[src/verilog/cpu_flags_defs.vh]
`ifndef CPU_FLAGS_DEFS_VH
`define CPU_FLAGS_DEFS_VH

// Register byte offsets on APB
`define OFS_COMMAND 8'h00
`define OFS_OPERAND 8'h04
`define OFS_MAIN_AF 8'h08
`define OFS_MAIN_BC 8'h0C
`define OFS_MAIN_DE 8'h10
`define OFS_MAIN_HL 8'h14
`define OFS_ALT_AF 8'h18
`define OFS_ALT_BC 8'h1C
`define OFS_ALT_DE 8'h20
`define OFS_ALT_HL 8'h24
`define OFS_VECTOR 8'h28
`define OFS_REFRESH 8'h2C
`define OFS_ISR_PTR 8'h30

// Command register fields and the vector register enable bit
`define CMD_OP_MSB 4
`define CMD_BIT_LSB 8
`define CMD_BIT_MSB 10
`define CMD_DIR_BIT 12
`define VEC_IFF_BIT 8

// Flag byte positions
`define FLAG_C 0
`define FLAG_N 1
`define FLAG_PV 2
`define FLAG_H 4
`define FLAG_Z 6
`define FLAG_S 7
`define FLAG_USED_MASK 8'hD7

// Bank slot indices
`define SLOT_B 3'h0
`define SLOT_C 3'h1
`define SLOT_D 3'h2
`define SLOT_E 3'h3
`define SLOT_H 3'h4
`define SLOT_L 3'h5
`define SLOT_F 3'h6
`define SLOT_A 3'h7

// Operation codes
`define OP_NOP 5'h00
`define OP_ADD 5'h01
`define OP_ADC 5'h02
`define OP_SUB 5'h03
`define OP_SBC 5'h04
`define OP_CMP 5'h05
`define OP_AND 5'h06
`define OP_OR 5'h07
`define OP_XOR 5'h08
`define OP_RLC 5'h09
`define OP_RRC 5'h0A
`define OP_RL 5'h0B
`define OP_RR 5'h0C
`define OP_SLA 5'h0D
`define OP_SRA 5'h0E
`define OP_SRL 5'h0F
`define OP_DAA 5'h10
`define OP_SCF 5'h11
`define OP_CCF 5'h12
`define OP_BIT 5'h13
`define OP_IN 5'h14
`define OP_LD_A_VEC 5'h15
`define OP_LD_A_REF 5'h16
`define OP_BLK_MOVE 5'h17
`define OP_BLK_CMP 5'h18
`define OP_BLK_IO 5'h19
`define OP_EXX 5'h1A
`define OP_EX_AF 5'h1B

// Reset values
`define RST_BYTE 8'h00
`define RST_REFRESH 7'h00

`endif

[src/verilog/flag_unit.v]
`timescale 1ns/100ps
`default_nettype none
`include "cpu_flags_defs.vh"

module flag_unit (
  // Operation
  input wire [4:0] op,
  input wire [2:0] bit_sel,
  // Operands
  input wire [7:0] acc,
  input wire [7:0] operand,
  input wire [7:0] flags_in,
  input wire [7:0] vec,
  input wire [6:0] refresh,
  input wire interrupt_enable_copy,
  input wire [15:0] count_next,
  // Results
  output reg [7:0] result,
  output reg [7:0] flags_out,
  output reg acc_we
);

  function parity_even;
    input [7:0] v;
    begin
      parity_even = ~^v;
    end
  endfunction

  reg [8:0] wide;
  reg [4:0] nib;
  reg cin;
  reg [7:0] corr;
  reg cout;

  always @* begin
    wide = 9'h000;
    nib = 5'h00;
    corr = 8'h00;
    cout = flags_in[`FLAG_C];
    cin = ((op == `OP_ADC) || (op == `OP_SBC)) ? flags_in[`FLAG_C] : 1'b0;
    result = acc;
    flags_out = flags_in;
    acc_we = 1'b0;
    case (op)
      `OP_ADD, `OP_ADC: begin
        wide = {1'b0, acc} + {1'b0, operand} + {8'h00, cin};
        nib = {1'b0, acc[3:0]} + {1'b0, operand[3:0]} + {4'h0, cin};
        result = wide[7:0];
        acc_we = 1'b1;
        flags_out[`FLAG_C] = wide[8];
        flags_out[`FLAG_N] = 1'b0;
        flags_out[`FLAG_H] = nib[4];
        flags_out[`FLAG_PV] = (acc[7] == operand[7]) && (wide[7] != acc[7]);
      end
      `OP_SUB, `OP_SBC, `OP_CMP, `OP_BLK_CMP: begin
        wide = {1'b0, acc} - {1'b0, operand} - {8'h00, cin};
        nib = {1'b0, acc[3:0]} - {1'b0, operand[3:0]} - {4'h0, cin};
        result = wide[7:0];
        acc_we = (op == `OP_SUB) || (op == `OP_SBC);
        flags_out[`FLAG_N] = 1'b1;
        flags_out[`FLAG_H] = nib[4];
        if (op == `OP_BLK_CMP) begin
          flags_out[`FLAG_PV] = (count_next != 16'h0000);
        end else begin
          flags_out[`FLAG_C] = wide[8];
          // Same-sign subtraction can never overflow
          flags_out[`FLAG_PV] = (acc[7] != operand[7]) && (wide[7] != acc[7]);
        end
      end
      `OP_AND, `OP_OR, `OP_XOR: begin
        result = (op == `OP_AND) ? (acc & operand) : (op == `OP_OR) ? (acc | operand) : (acc ^ operand);
        acc_we = 1'b1;
        flags_out[`FLAG_C] = 1'b0;
        flags_out[`FLAG_N] = 1'b0;
        flags_out[`FLAG_H] = 1'b0;
        flags_out[`FLAG_PV] = parity_even(result);
      end
      `OP_RLC, `OP_RRC, `OP_RL, `OP_RR, `OP_SLA, `OP_SRA, `OP_SRL: begin
        case (op)
          `OP_RLC: result = {acc[6:0], acc[7]};
          `OP_RRC: result = {acc[0], acc[7:1]};
          `OP_RL: result = {acc[6:0], flags_in[`FLAG_C]};
          `OP_RR: result = {flags_in[`FLAG_C], acc[7:1]};
          `OP_SLA: result = {acc[6:0], 1'b0};
          `OP_SRA: result = {acc[7], acc[7:1]};
          default: result = {1'b0, acc[7:1]};
        endcase
        acc_we = 1'b1;
        if ((op == `OP_RLC) || (op == `OP_RL) || (op == `OP_SLA)) begin
          flags_out[`FLAG_C] = acc[7];
        end else begin
          flags_out[`FLAG_C] = acc[0];
        end
        flags_out[`FLAG_N] = 1'b0;
        flags_out[`FLAG_H] = 1'b0;
        flags_out[`FLAG_PV] = parity_even(result);
      end
      `OP_DAA: begin
        if (flags_in[`FLAG_H] || (!flags_in[`FLAG_N] && (acc[3:0] > 4'h9))) begin
          corr[3:0] = 4'h6;
        end
        if (flags_in[`FLAG_C] || (!flags_in[`FLAG_N] && (acc > 8'h99))) begin
          corr[7:4] = 4'h6;
          cout = 1'b1;
        end
        result = flags_in[`FLAG_N] ? (acc - corr) : (acc + corr);
        acc_we = 1'b1;
        flags_out[`FLAG_C] = cout;
        flags_out[`FLAG_H] = flags_in[`FLAG_N] ? (flags_in[`FLAG_H] && (acc[3:0] < 4'h6)) : (acc[3:0] > 4'h9);
        flags_out[`FLAG_PV] = parity_even(result);
      end
      `OP_SCF, `OP_CCF: begin
        flags_out[`FLAG_C] = (op == `OP_SCF);
        flags_out[`FLAG_N] = 1'b0;
        flags_out[`FLAG_H] = 1'b0;
      end
      `OP_BIT: begin
        flags_out[`FLAG_Z] = ~operand[bit_sel];
        flags_out[`FLAG_H] = 1'b1;
        flags_out[`FLAG_N] = 1'b0;
      end
      `OP_IN: begin
        result = operand;
        acc_we = 1'b1;
        flags_out[`FLAG_PV] = parity_even(operand);
        flags_out[`FLAG_H] = 1'b0;
        flags_out[`FLAG_N] = 1'b0;
      end
      `OP_LD_A_VEC, `OP_LD_A_REF: begin
        result = (op == `OP_LD_A_VEC) ? vec : {1'b0, refresh};
        acc_we = 1'b1;
        flags_out[`FLAG_PV] = interrupt_enable_copy;
        flags_out[`FLAG_H] = 1'b0;
        flags_out[`FLAG_N] = 1'b0;
      end
      `OP_BLK_MOVE: begin
        flags_out[`FLAG_PV] = (count_next != 16'h0000);
        flags_out[`FLAG_H] = 1'b0;
        flags_out[`FLAG_N] = 1'b0;
      end
      `OP_BLK_IO: begin
        flags_out[`FLAG_Z] = (count_next[15:8] == 8'h00);
        flags_out[`FLAG_N] = 1'b1;
      end
      default: begin
        flags_out = flags_in;
      end
    endcase
    // Sign and zero follow the byte produced by the operation
    if (acc_we || (op == `OP_CMP) || (op == `OP_BLK_CMP)) begin
      flags_out[`FLAG_S] = result[7];
      flags_out[`FLAG_Z] = (result == 8'h00);
    end
    flags_out = flags_out & `FLAG_USED_MASK;
  end

endmodule

`default_nettype wire

[src/verilog/cpu_flag_regs.v]
// How it works
// - Carry set on add carry or subtract borrow
// - Decimal adjust sets carry when correcting high
// - Through-carry rotates loop carry as ninth bit
// - Left circular rotate, arith shift: bit7 to carry
// - Right rotates and shifts move bit0 to carry
// - AND, OR, XOR clear carry
// - Set-carry forces one, complement-carry clears it
// - Add clears subtract flag, subtract sets it
// - Signed overflow sets parity/overflow flag
// - Same-sign subtraction clears parity/overflow
// - Logic and rotates give even parity flag
// - Block move and search: flag set while counter nonzero
// - Vector/refresh loads copy interrupt enable copy
// - Port input sets parity, zero, sign
// - Half-carry from nibble carry or borrow
// - Zero flag on zero arithmetic/logic result
// - Block search sets zero on match
// - Bit test writes inverted bit to zero
// - Block input/output: zero when B-1 zero
// - Sign flag copies result bit seven
// - Main and alternate banks, exchange swaps them
// - Service pointer is vector byte then device byte
`timescale 1ns/100ps
`default_nettype none
`include "cpu_flags_defs.vh"

module cpu_flag_regs (
  // APB clock and reset
  input wire pclk,
  input wire presetn,
  // APB slave
  input wire psel,
  input wire penable,
  input wire pwrite,
  input wire [7:0] paddr,
  input wire [31:0] pwdata,
  output reg [31:0] prdata,
  output reg pready,
  output reg pslverr,
  // Interrupt acknowledge from the core, same clock
  input wire int_ack,
  input wire [7:0] int_vec_low,
  // Status toward the core
  output reg [15:0] isr_pointer,
  output reg [7:0] flag_byte,
  output reg [6:0] refresh_addr
);

  // Bank slots B C D E H L F A
  reg [7:0] main_q [0:7];
  reg [7:0] alt_q [0:7];
  reg [7:0] operand_q;
  reg [7:0] vector_q;
  reg interrupt_enable_copy_q;
  reg [6:0] refresh_q;
  reg [12:0] command_q;
  reg exec_q;

  wire setup = psel && !penable;
  wire do_write = psel && penable && pready && pwrite;
  wire [4:0] cmd_op = command_q[`CMD_OP_MSB:0];
  wire [2:0] cmd_bit = command_q[`CMD_BIT_MSB:`CMD_BIT_LSB];
  wire cmd_dir = command_q[`CMD_DIR_BIT];

  function [15:0] pair;
    input [7:0] hi;
    input [7:0] lo;
    begin
      pair = {hi, lo};
    end
  endfunction

  function mapped;
    input [7:0] a;
    begin
      mapped = (a[1:0] == 2'b00) && (a <= `OFS_ISR_PTR);
    end
  endfunction

  wire [15:0] bc = pair(main_q[`SLOT_B], main_q[`SLOT_C]);
  wire [15:0] hl = pair(main_q[`SLOT_H], main_q[`SLOT_L]);
  wire [15:0] de = pair(main_q[`SLOT_D], main_q[`SLOT_E]);
  wire [15:0] bc_dec = bc - 16'h0001;
  wire [15:0] hl_step = cmd_dir ? (hl - 16'h0001) : (hl + 16'h0001);
  wire [15:0] de_step = cmd_dir ? (de - 16'h0001) : (de + 16'h0001);
  wire [7:0] b_dec = main_q[`SLOT_B] - 8'h01;
  // Block input/output counts in B alone, the others in the whole pair
  wire [15:0] count_next = (cmd_op == `OP_BLK_IO) ? {b_dec, main_q[`SLOT_C]} : bc_dec;

  wire [7:0] fu_result;
  wire [7:0] fu_flags;
  wire fu_acc_we;

  flag_unit u_flag_unit (
    .op(cmd_op),
    .bit_sel(cmd_bit),
    .acc(main_q[`SLOT_A]),
    .operand(operand_q),
    .flags_in(main_q[`SLOT_F]),
    .vec(vector_q),
    .refresh(refresh_q),
    .interrupt_enable_copy(interrupt_enable_copy_q),
    .count_next(count_next),
    .result(fu_result),
    .flags_out(fu_flags),
    .acc_we(fu_acc_we)
  );

  // APB handshake: ready rises for the access phase, one wait-free access
  always @(posedge pclk or negedge presetn) begin
    if (!presetn) begin
      pready <= 1'b0;
      pslverr <= 1'b0;
    end else begin
      pready <= setup;
      pslverr <= setup && !mapped(paddr);
    end
  end

  // Read data captured in the setup cycle, stable through the access phase
  always @(posedge pclk or negedge presetn) begin
    if (!presetn) begin
      prdata <= 32'h0000_0000;
    end else if (setup && !pwrite) begin
      case (paddr)
        `OFS_COMMAND: prdata <= {19'h00000, command_q};
        `OFS_OPERAND: prdata <= {24'h000000, operand_q};
        `OFS_MAIN_AF: prdata <= {16'h0000, main_q[`SLOT_A], main_q[`SLOT_F]};
        `OFS_MAIN_BC: prdata <= {16'h0000, bc};
        `OFS_MAIN_DE: prdata <= {16'h0000, de};
        `OFS_MAIN_HL: prdata <= {16'h0000, hl};
        `OFS_ALT_AF: prdata <= {16'h0000, alt_q[`SLOT_A], alt_q[`SLOT_F]};
        `OFS_ALT_BC: prdata <= {16'h0000, alt_q[`SLOT_B], alt_q[`SLOT_C]};
        `OFS_ALT_DE: prdata <= {16'h0000, alt_q[`SLOT_D], alt_q[`SLOT_E]};
        `OFS_ALT_HL: prdata <= {16'h0000, alt_q[`SLOT_H], alt_q[`SLOT_L]};
        `OFS_VECTOR: prdata <= {23'h000000, interrupt_enable_copy_q, vector_q};
        `OFS_REFRESH: prdata <= {25'h0000000, refresh_q};
        `OFS_ISR_PTR: prdata <= {16'h0000, isr_pointer};
        default: prdata <= 32'h0000_0000;
      endcase
    end
  end

  // Command, operand, vector and interrupt enable copy
  always @(posedge pclk or negedge presetn) begin
    if (!presetn) begin
      command_q <= 13'h0000;
      operand_q <= `RST_BYTE;
      vector_q <= `RST_BYTE;
      interrupt_enable_copy_q <= 1'b0;
      exec_q <= 1'b0;
    end else begin
      // Execution runs in the cycle after the command write lands
      exec_q <= do_write && (paddr == `OFS_COMMAND);
      if (do_write) begin
        case (paddr)
          `OFS_COMMAND: command_q <= pwdata[12:0];
          `OFS_OPERAND: operand_q <= pwdata[7:0];
          `OFS_VECTOR: begin
            vector_q <= pwdata[7:0];
            interrupt_enable_copy_q <= pwdata[`VEC_IFF_BIT];
          end
          default: operand_q <= operand_q;
        endcase
      end
    end
  end

  // Refresh counter steps once per executed operation, seven bits wide
  always @(posedge pclk or negedge presetn) begin
    if (!presetn) begin
      refresh_q <= `RST_REFRESH;
    end else if (exec_q) begin
      refresh_q <= refresh_q + 7'h01;
    end
  end

  // Interrupt pointer: vector on top, device byte below
  always @(posedge pclk or negedge presetn) begin
    if (!presetn) begin
      isr_pointer <= 16'h0000;
    end else if (int_ack) begin
      isr_pointer <= {vector_q, int_vec_low};
    end
  end

  // Register banks; software writes and execution never meet in one cycle
  // because an APB write needs a setup cycle after the command write
  integer i;
  always @(posedge pclk or negedge presetn) begin
    if (!presetn) begin
      for (i = 0; i < 8; i = i + 1) begin
        main_q[i] <= `RST_BYTE;
        alt_q[i] <= `RST_BYTE;
      end
    end else if (exec_q) begin
      case (cmd_op)
        `OP_EXX: begin
          for (i = 0; i < 6; i = i + 1) begin
            main_q[i] <= alt_q[i];
            alt_q[i] <= main_q[i];
          end
        end
        `OP_EX_AF: begin
          main_q[`SLOT_A] <= alt_q[`SLOT_A];
          main_q[`SLOT_F] <= alt_q[`SLOT_F];
          alt_q[`SLOT_A] <= main_q[`SLOT_A];
          alt_q[`SLOT_F] <= main_q[`SLOT_F];
        end
        `OP_BLK_MOVE, `OP_BLK_CMP: begin
          main_q[`SLOT_F] <= fu_flags;
          main_q[`SLOT_B] <= bc_dec[15:8];
          main_q[`SLOT_C] <= bc_dec[7:0];
          main_q[`SLOT_H] <= hl_step[15:8];
          main_q[`SLOT_L] <= hl_step[7:0];
          if (cmd_op == `OP_BLK_MOVE) begin
            main_q[`SLOT_D] <= de_step[15:8];
            main_q[`SLOT_E] <= de_step[7:0];
          end
        end
        `OP_BLK_IO: begin
          main_q[`SLOT_F] <= fu_flags;
          main_q[`SLOT_B] <= b_dec;
          main_q[`SLOT_H] <= hl_step[15:8];
          main_q[`SLOT_L] <= hl_step[7:0];
        end
        default: begin
          main_q[`SLOT_F] <= fu_flags;
          if (fu_acc_we) begin
            main_q[`SLOT_A] <= fu_result;
          end
        end
      endcase
    end else if (do_write) begin
      case (paddr)
        `OFS_MAIN_AF: begin
          main_q[`SLOT_A] <= pwdata[15:8];
          main_q[`SLOT_F] <= pwdata[7:0] & `FLAG_USED_MASK;
        end
        `OFS_MAIN_BC: begin
          main_q[`SLOT_B] <= pwdata[15:8];
          main_q[`SLOT_C] <= pwdata[7:0];
        end
        `OFS_MAIN_DE: begin
          main_q[`SLOT_D] <= pwdata[15:8];
          main_q[`SLOT_E] <= pwdata[7:0];
        end
        `OFS_MAIN_HL: begin
          main_q[`SLOT_H] <= pwdata[15:8];
          main_q[`SLOT_L] <= pwdata[7:0];
        end
        `OFS_ALT_AF: begin
          alt_q[`SLOT_A] <= pwdata[15:8];
          alt_q[`SLOT_F] <= pwdata[7:0] & `FLAG_USED_MASK;
        end
        `OFS_ALT_BC: begin
          alt_q[`SLOT_B] <= pwdata[15:8];
          alt_q[`SLOT_C] <= pwdata[7:0];
        end
        `OFS_ALT_DE: begin
          alt_q[`SLOT_D] <= pwdata[15:8];
          alt_q[`SLOT_E] <= pwdata[7:0];
        end
        `OFS_ALT_HL: begin
          alt_q[`SLOT_H] <= pwdata[15:8];
          alt_q[`SLOT_L] <= pwdata[7:0];
        end
        default: begin
          alt_q[`SLOT_A] <= alt_q[`SLOT_A];
        end
      endcase
    end
  end

  // Mirrors toward the core, one cycle behind the bank
  always @(posedge pclk or negedge presetn) begin
    if (!presetn) begin
      flag_byte <= `RST_BYTE;
      refresh_addr <= `RST_REFRESH;
    end else begin
      flag_byte <= main_q[`SLOT_F];
      refresh_addr <= refresh_q;
    end
  end

endmodule

`default_nettype wire

[config.mk]
export PLATFORM = sky130hd
export DESIGN_NAME = cpu_flag_regs
export DESIGN_NICKNAME = d
export VERILOG_FILES = /design/src/verilog/flag_unit.v /design/src/verilog/cpu_flag_regs.v
export VERILOG_INCLUDE_DIRS = /design/src /design/src/verilog
export SDC_FILE = /design/constraint.sdc
export NUM_CORES = 1
export LEC_CHECK = 0
export ABC_AREA = 1
export ABC_CLOCK_PERIOD_IN_PS = 4450
export BUFFER_PORTS_ARGS = -buffer_cell sky130_fd_sc_hd__buf_2
export CAP_MARGIN = 0
export CELL_PAD_IN_SITES_DETAIL_PLACEMENT = 1
export CELL_PAD_IN_SITES_GLOBAL_PLACEMENT = 1
export CORE_ASPECT_RATIO = 1.5
export CORE_MARGIN = 1
export CORE_UTILIZATION = 30
export CTS_CLUSTER_SIZE = 25
export DETAILED_ROUTE_END_ITERATION = 8
export PLACE_DENSITY = 0.58
export SETUP_SLACK_MARGIN = 0.4
export SLEW_MARGIN = 20
export SYNTH_ARGS = -nofsm -noshare
export SYNTH_HDL_FRONTEND = slang
export SYNTH_SLANG_ARGS = --single-unit
[constraint.sdc]
create_clock -name pclk -period 4.45 [get_ports pclk]
set_input_delay 0.89 -clock pclk [delete_from_list [all_inputs] [get_ports pclk]]
set_output_delay 0.89 -clock pclk [all_outputs]
set_load 0.005 [all_outputs]
==> flow_summary.yaml <==
run_status:
  status: "finished, final reports clean"
cells_and_area:
  fin_util: 0.347
  final_nets: 2496
  num-fill-cells: 6556
  seq_area_um2: 5380
  multi_input_area_um2: 8730
  layoutNonFillerInstCount: 3062
  fin_area_um2: 17900
  area_delta_synth_final_pct: 14.3
  layout-drive-gt1-share: 0.0990
drt:
  viasPerCell: 5.44
  ant_nets: 0
  drc_errors: 0
  num_vias: 16700
  drt_iter0_drc: 918
  wl_per_cell_um: 25.7
  drt-total-wl_mm: 78.6
  firstDrtPassIters: 5
setup_path:
  rrSetupSlack_ns: 0.63
  r2r-start: "command_q[1]"
  worstSetupPathType: "flop to flop"
  arrival_ns: 4.26
  worstReg2RegEnd: "main_q[10]"
  crit_end: "main_q[10]"
  crit_required_ns: 4.90
  critPathMaxFanout: 7
  rr_worst_depth: 21
  worstSetupStartpointType: "flop"
  crit_path_start: "command_q[1]"
  endpoint_kind: "flop"
logic_synthesis:
  synth_top_area_cell: "dfrtp_1"
  netlist_area_um2: 15700
  yosysSeqAreaShare: 0.343
  synth_top_area_frac: 0.343
  synth_top_family_by_area: "simple AND/OR/NAND/NOR gates"
  synthFlopType: "dfrtp_1"
  yosys-top-cells-area: "dfrtp_1, nand2_1, o21ai_0"
  synthXorXnorAreaFrac: 0.0262
  ys_ff_latch: 215
  synth_enable_flop_cells: 0
  synthSimpleGateAreaFrac: 0.237
  synthMuxAreaShare: 0.00430
  synth_cell_types: 57
  synth.avg_cell_area_um2: 6.92
  synth-compound-area-share: 0.220
  yosys_warnings: 0
  synthAdderAreaFrac: 0.0634
  async_flop_share: 1.00
  synthCells: 2268
pwr:
  p_per_area_nw_per_um2: 255
  leakage_nw: 8.51
  seqPwrFrac: 0.438
  ir_drop_uv: 283
  p_int_mw: 3.36
  combPwrFrac: 0.073
  clkPwrFrac: 0.489
  netSwitchingPower_mw: 1.22
  swShare: 0.266
  power.total_mw: 4.58
global_route:
  grt_usage: 0.295
  first_global_vias: 17400
  grt_pass1_wl_mm: 115
  antenna_found_initial: 3
  grt_max_degree: 85
  grt-ovfl-total: 0
hold_path:
  hold_class: "input port to async pin"
clock_tree:
  clkLatencyLatePin_ns: 0.56
  htree_num_levels: 1
  holdBufCountCts: 0
  cts_max_path_buffers: 3
  path_clk_slew_ns: 0.06
  cts_tree: "yes"
  cts.sinks: 215
  cts_inserted_buffers: 26
  clock_tree.root_cell: "clkbuf_16"
placement:
  numPlacedInstances: 3014
  dp_hpwl_mm: 62.4
  place.gp.congestion: 0.930
  placement.setup.worst_slack_ns: 0.593
  placed_area_um2: 17100
  port_buffers: 86
floorplanning:
  pin_count: 119
  die-width_um: 189
  dieHeight_um: 282
  die-area_um2: 53300
  num_rows: 102
  coreArea_um2: 51700
  initial_utilization: 0.304
sta:
  clock_skew_ns: 0.0179
  fin_crit_sh: 0.858
  hold_viol_final: 0
  tightest_slew_ns: 1.11
  holdWs_ns: 0.322
  relSlewSlack: 0.253
  fmax_mhz: 262
  setup_tns_ns: 0
  worst_slack_ns: 0.631
  maxSlewViolCount: 0
  final-setup-viol-count: 0
  rsz0062_at_grt: "false"
  layout_min_cycle_time_ns: 3.82
flow_run:
  maxCapViolCount: 0
critical path, stage by stage, from the launching register on:
cell     delay, ns
dfrtp_2       0.49
nand2_1       0.13
nor2_1        0.18
nand2_1       0.12
a21oi_1       0.33
inv_1         0.09
fa_1          0.40
ha_1          0.30
nand2_1       0.07
nand2_1       0.15
nand2_1       0.14
nand3_1       0.08
nand2_1       0.06
nand2_1       0.09
o21ai_0       0.18
inv_1         0.06
a21oi_1       0.13
nand3_1       0.09
nor2_1        0.32
nand3_1       0.14
nand2_1       0.09
a21oi_1       0.06
cell usage after synthesis, types with 2 or more instances:
cell type and count:
fa_1 6, nand2_4 2, clkbuf_1 53, xor2_1 29, nor2_1 217, o31ai_1 4, nor4_1 7, nand4_1 17
nor2_2 7, mux2_2 6, buf_1 5, clkinv_1 5, a22oi_1 15, inv_2 7, a21oi_2 3, inv_1 320
nor3_1 19, nand3b_1 4, nor3_2 2, a221oi_1 11, o2111ai_1 6, buf_2 10, a31oi_1 35, o21ai_0 291
a211oi_1 6, a32oi_1 2, o211ai_1 21, nand2_1 483, o22ai_1 51, ha_1 70, dfrtp_1 215, o21ai_2 4
a21oi_1 131, o221ai_1 11, nand3_1 119, xnor2_1 18, a21boi_0 4, nand2_2 5, o21ai_1 4, buf_4 17
or2_2 4, o41ai_1 7
worst min path at each step:
stage | endpoint | depth (start not counted) | from
finish | hl[7] | 1 | presetn
global route | hl[6] | 1 | presetn
CTS | hl[6] | 1 | presetn
detailed placement | refresh_addr[6] | 0 | refresh_q[6]
global placement | refresh_addr[6] | 0 | refresh_q[6]
floorplan | flag_byte[7] | 0 | main_q[15]
layout by cell type (no fill, tap or decap), types with 5 or more instances in the layout:
cell / netlist / routed
nor3_1: 19 / 18
inv_2: 7 / 8
o21ai_0: 291 / 291
o22ai_1: 51 / 51
a21oi_1: 131 / 130
o221ai_1: 11 / 11
clkinv_2: 0 / 6
nor4_1: 7 / 7
dfrtp_1: 215 / 213
mux2_2: 6 / 6
nor2_2: 7 / 10
clkinv_1: 5 / 5
a221oi_1: 11 / 11
a211oi_1: 6 / 6
nand4_1: 17 / 17
xnor2_1: 18 / 18
inv_1: 320 / 319
buf_4: 17 / 54
o41ai_1: 7 / 7
a31oi_1: 35 / 35
clkbuf_1: 53 / 5
a22oi_1: 15 / 15
nand2_2: 5 / 5
ha_1: 70 / 70
fa_1: 6 / 6
xor2_1: 29 / 29
nor2_1: 217 / 214
clkbuf_16: 0 / 27
nand2_1: 483 / 483
nand3_1: 119 / 119
o211ai_1: 21 / 21
buf_2: 10 / 85
conb_1: 1 / 16
o2111ai_1: 6 / 6
power by group through the flow:
stage	Combinational [mW]	Sequential, mW	Clock, mW
floorplan	0.160	2.03	0
global placement	0.328	2.04	0
detailed placement	0.336	2.04	0
CTS	0.337	2.00	2.27
global route	0.368	2.01	2.33
finish	0.335	2.00	2.24
what timing repair did:
| item | CTS | global route |
|---|---|---|
| endpoints found under the setup margin | 0 | 2 |
| endpoints found under the hold margin | 0 | 0 |
| resized for setup | 0 | 2 |
| setup buffers | 0 | 0 |
layout make-up:
class                           instances  share of cell area
Clock inverter                         10             0.00593
Multi-Input combinational cell       1648               0.486
Sequential cell                       215               0.300
Antenna cell                            2            0.000279
Clock buffer                           36              0.0418
Tap cell                              676              0.0471
Timing Repair Buffer                  141              0.0482
Inverter                              334              0.0703
registers in the layout, indices dropped and copies added, names as in the netlist, 7 cells and up:
| register | flops |
|---|---|
| alt_q | 64 |
| isr_pointer | 16 |
| de | 16 |
| main_q | 16 |
| command_q | 13 |
| vector_q | 8 |
| prdata | 16 |
| hl | 16 |
| flag_byte | 8 |
| bc | 16 |
| operand_q | 8 |
| refresh_addr | 7 |
| refresh_q | 7 |
metal layers:
metal | GRT usage | part of all wire
met1 | 0.319 | 0.38
met2 | 0.539 | 0.51
met5 | 0 | 0
met3 | 0.0270 | 0.036
met4 | 0.205 | 0.077
cell families after synthesis:
logic type,Yosys count
simple gates,893
flops,215
mux,6
buf+inv,420
other cells,1
fa+ha+maj,76
xor+xnor,47
compound gates,610
Note: power is estimated with default switching activity, not from simulation.
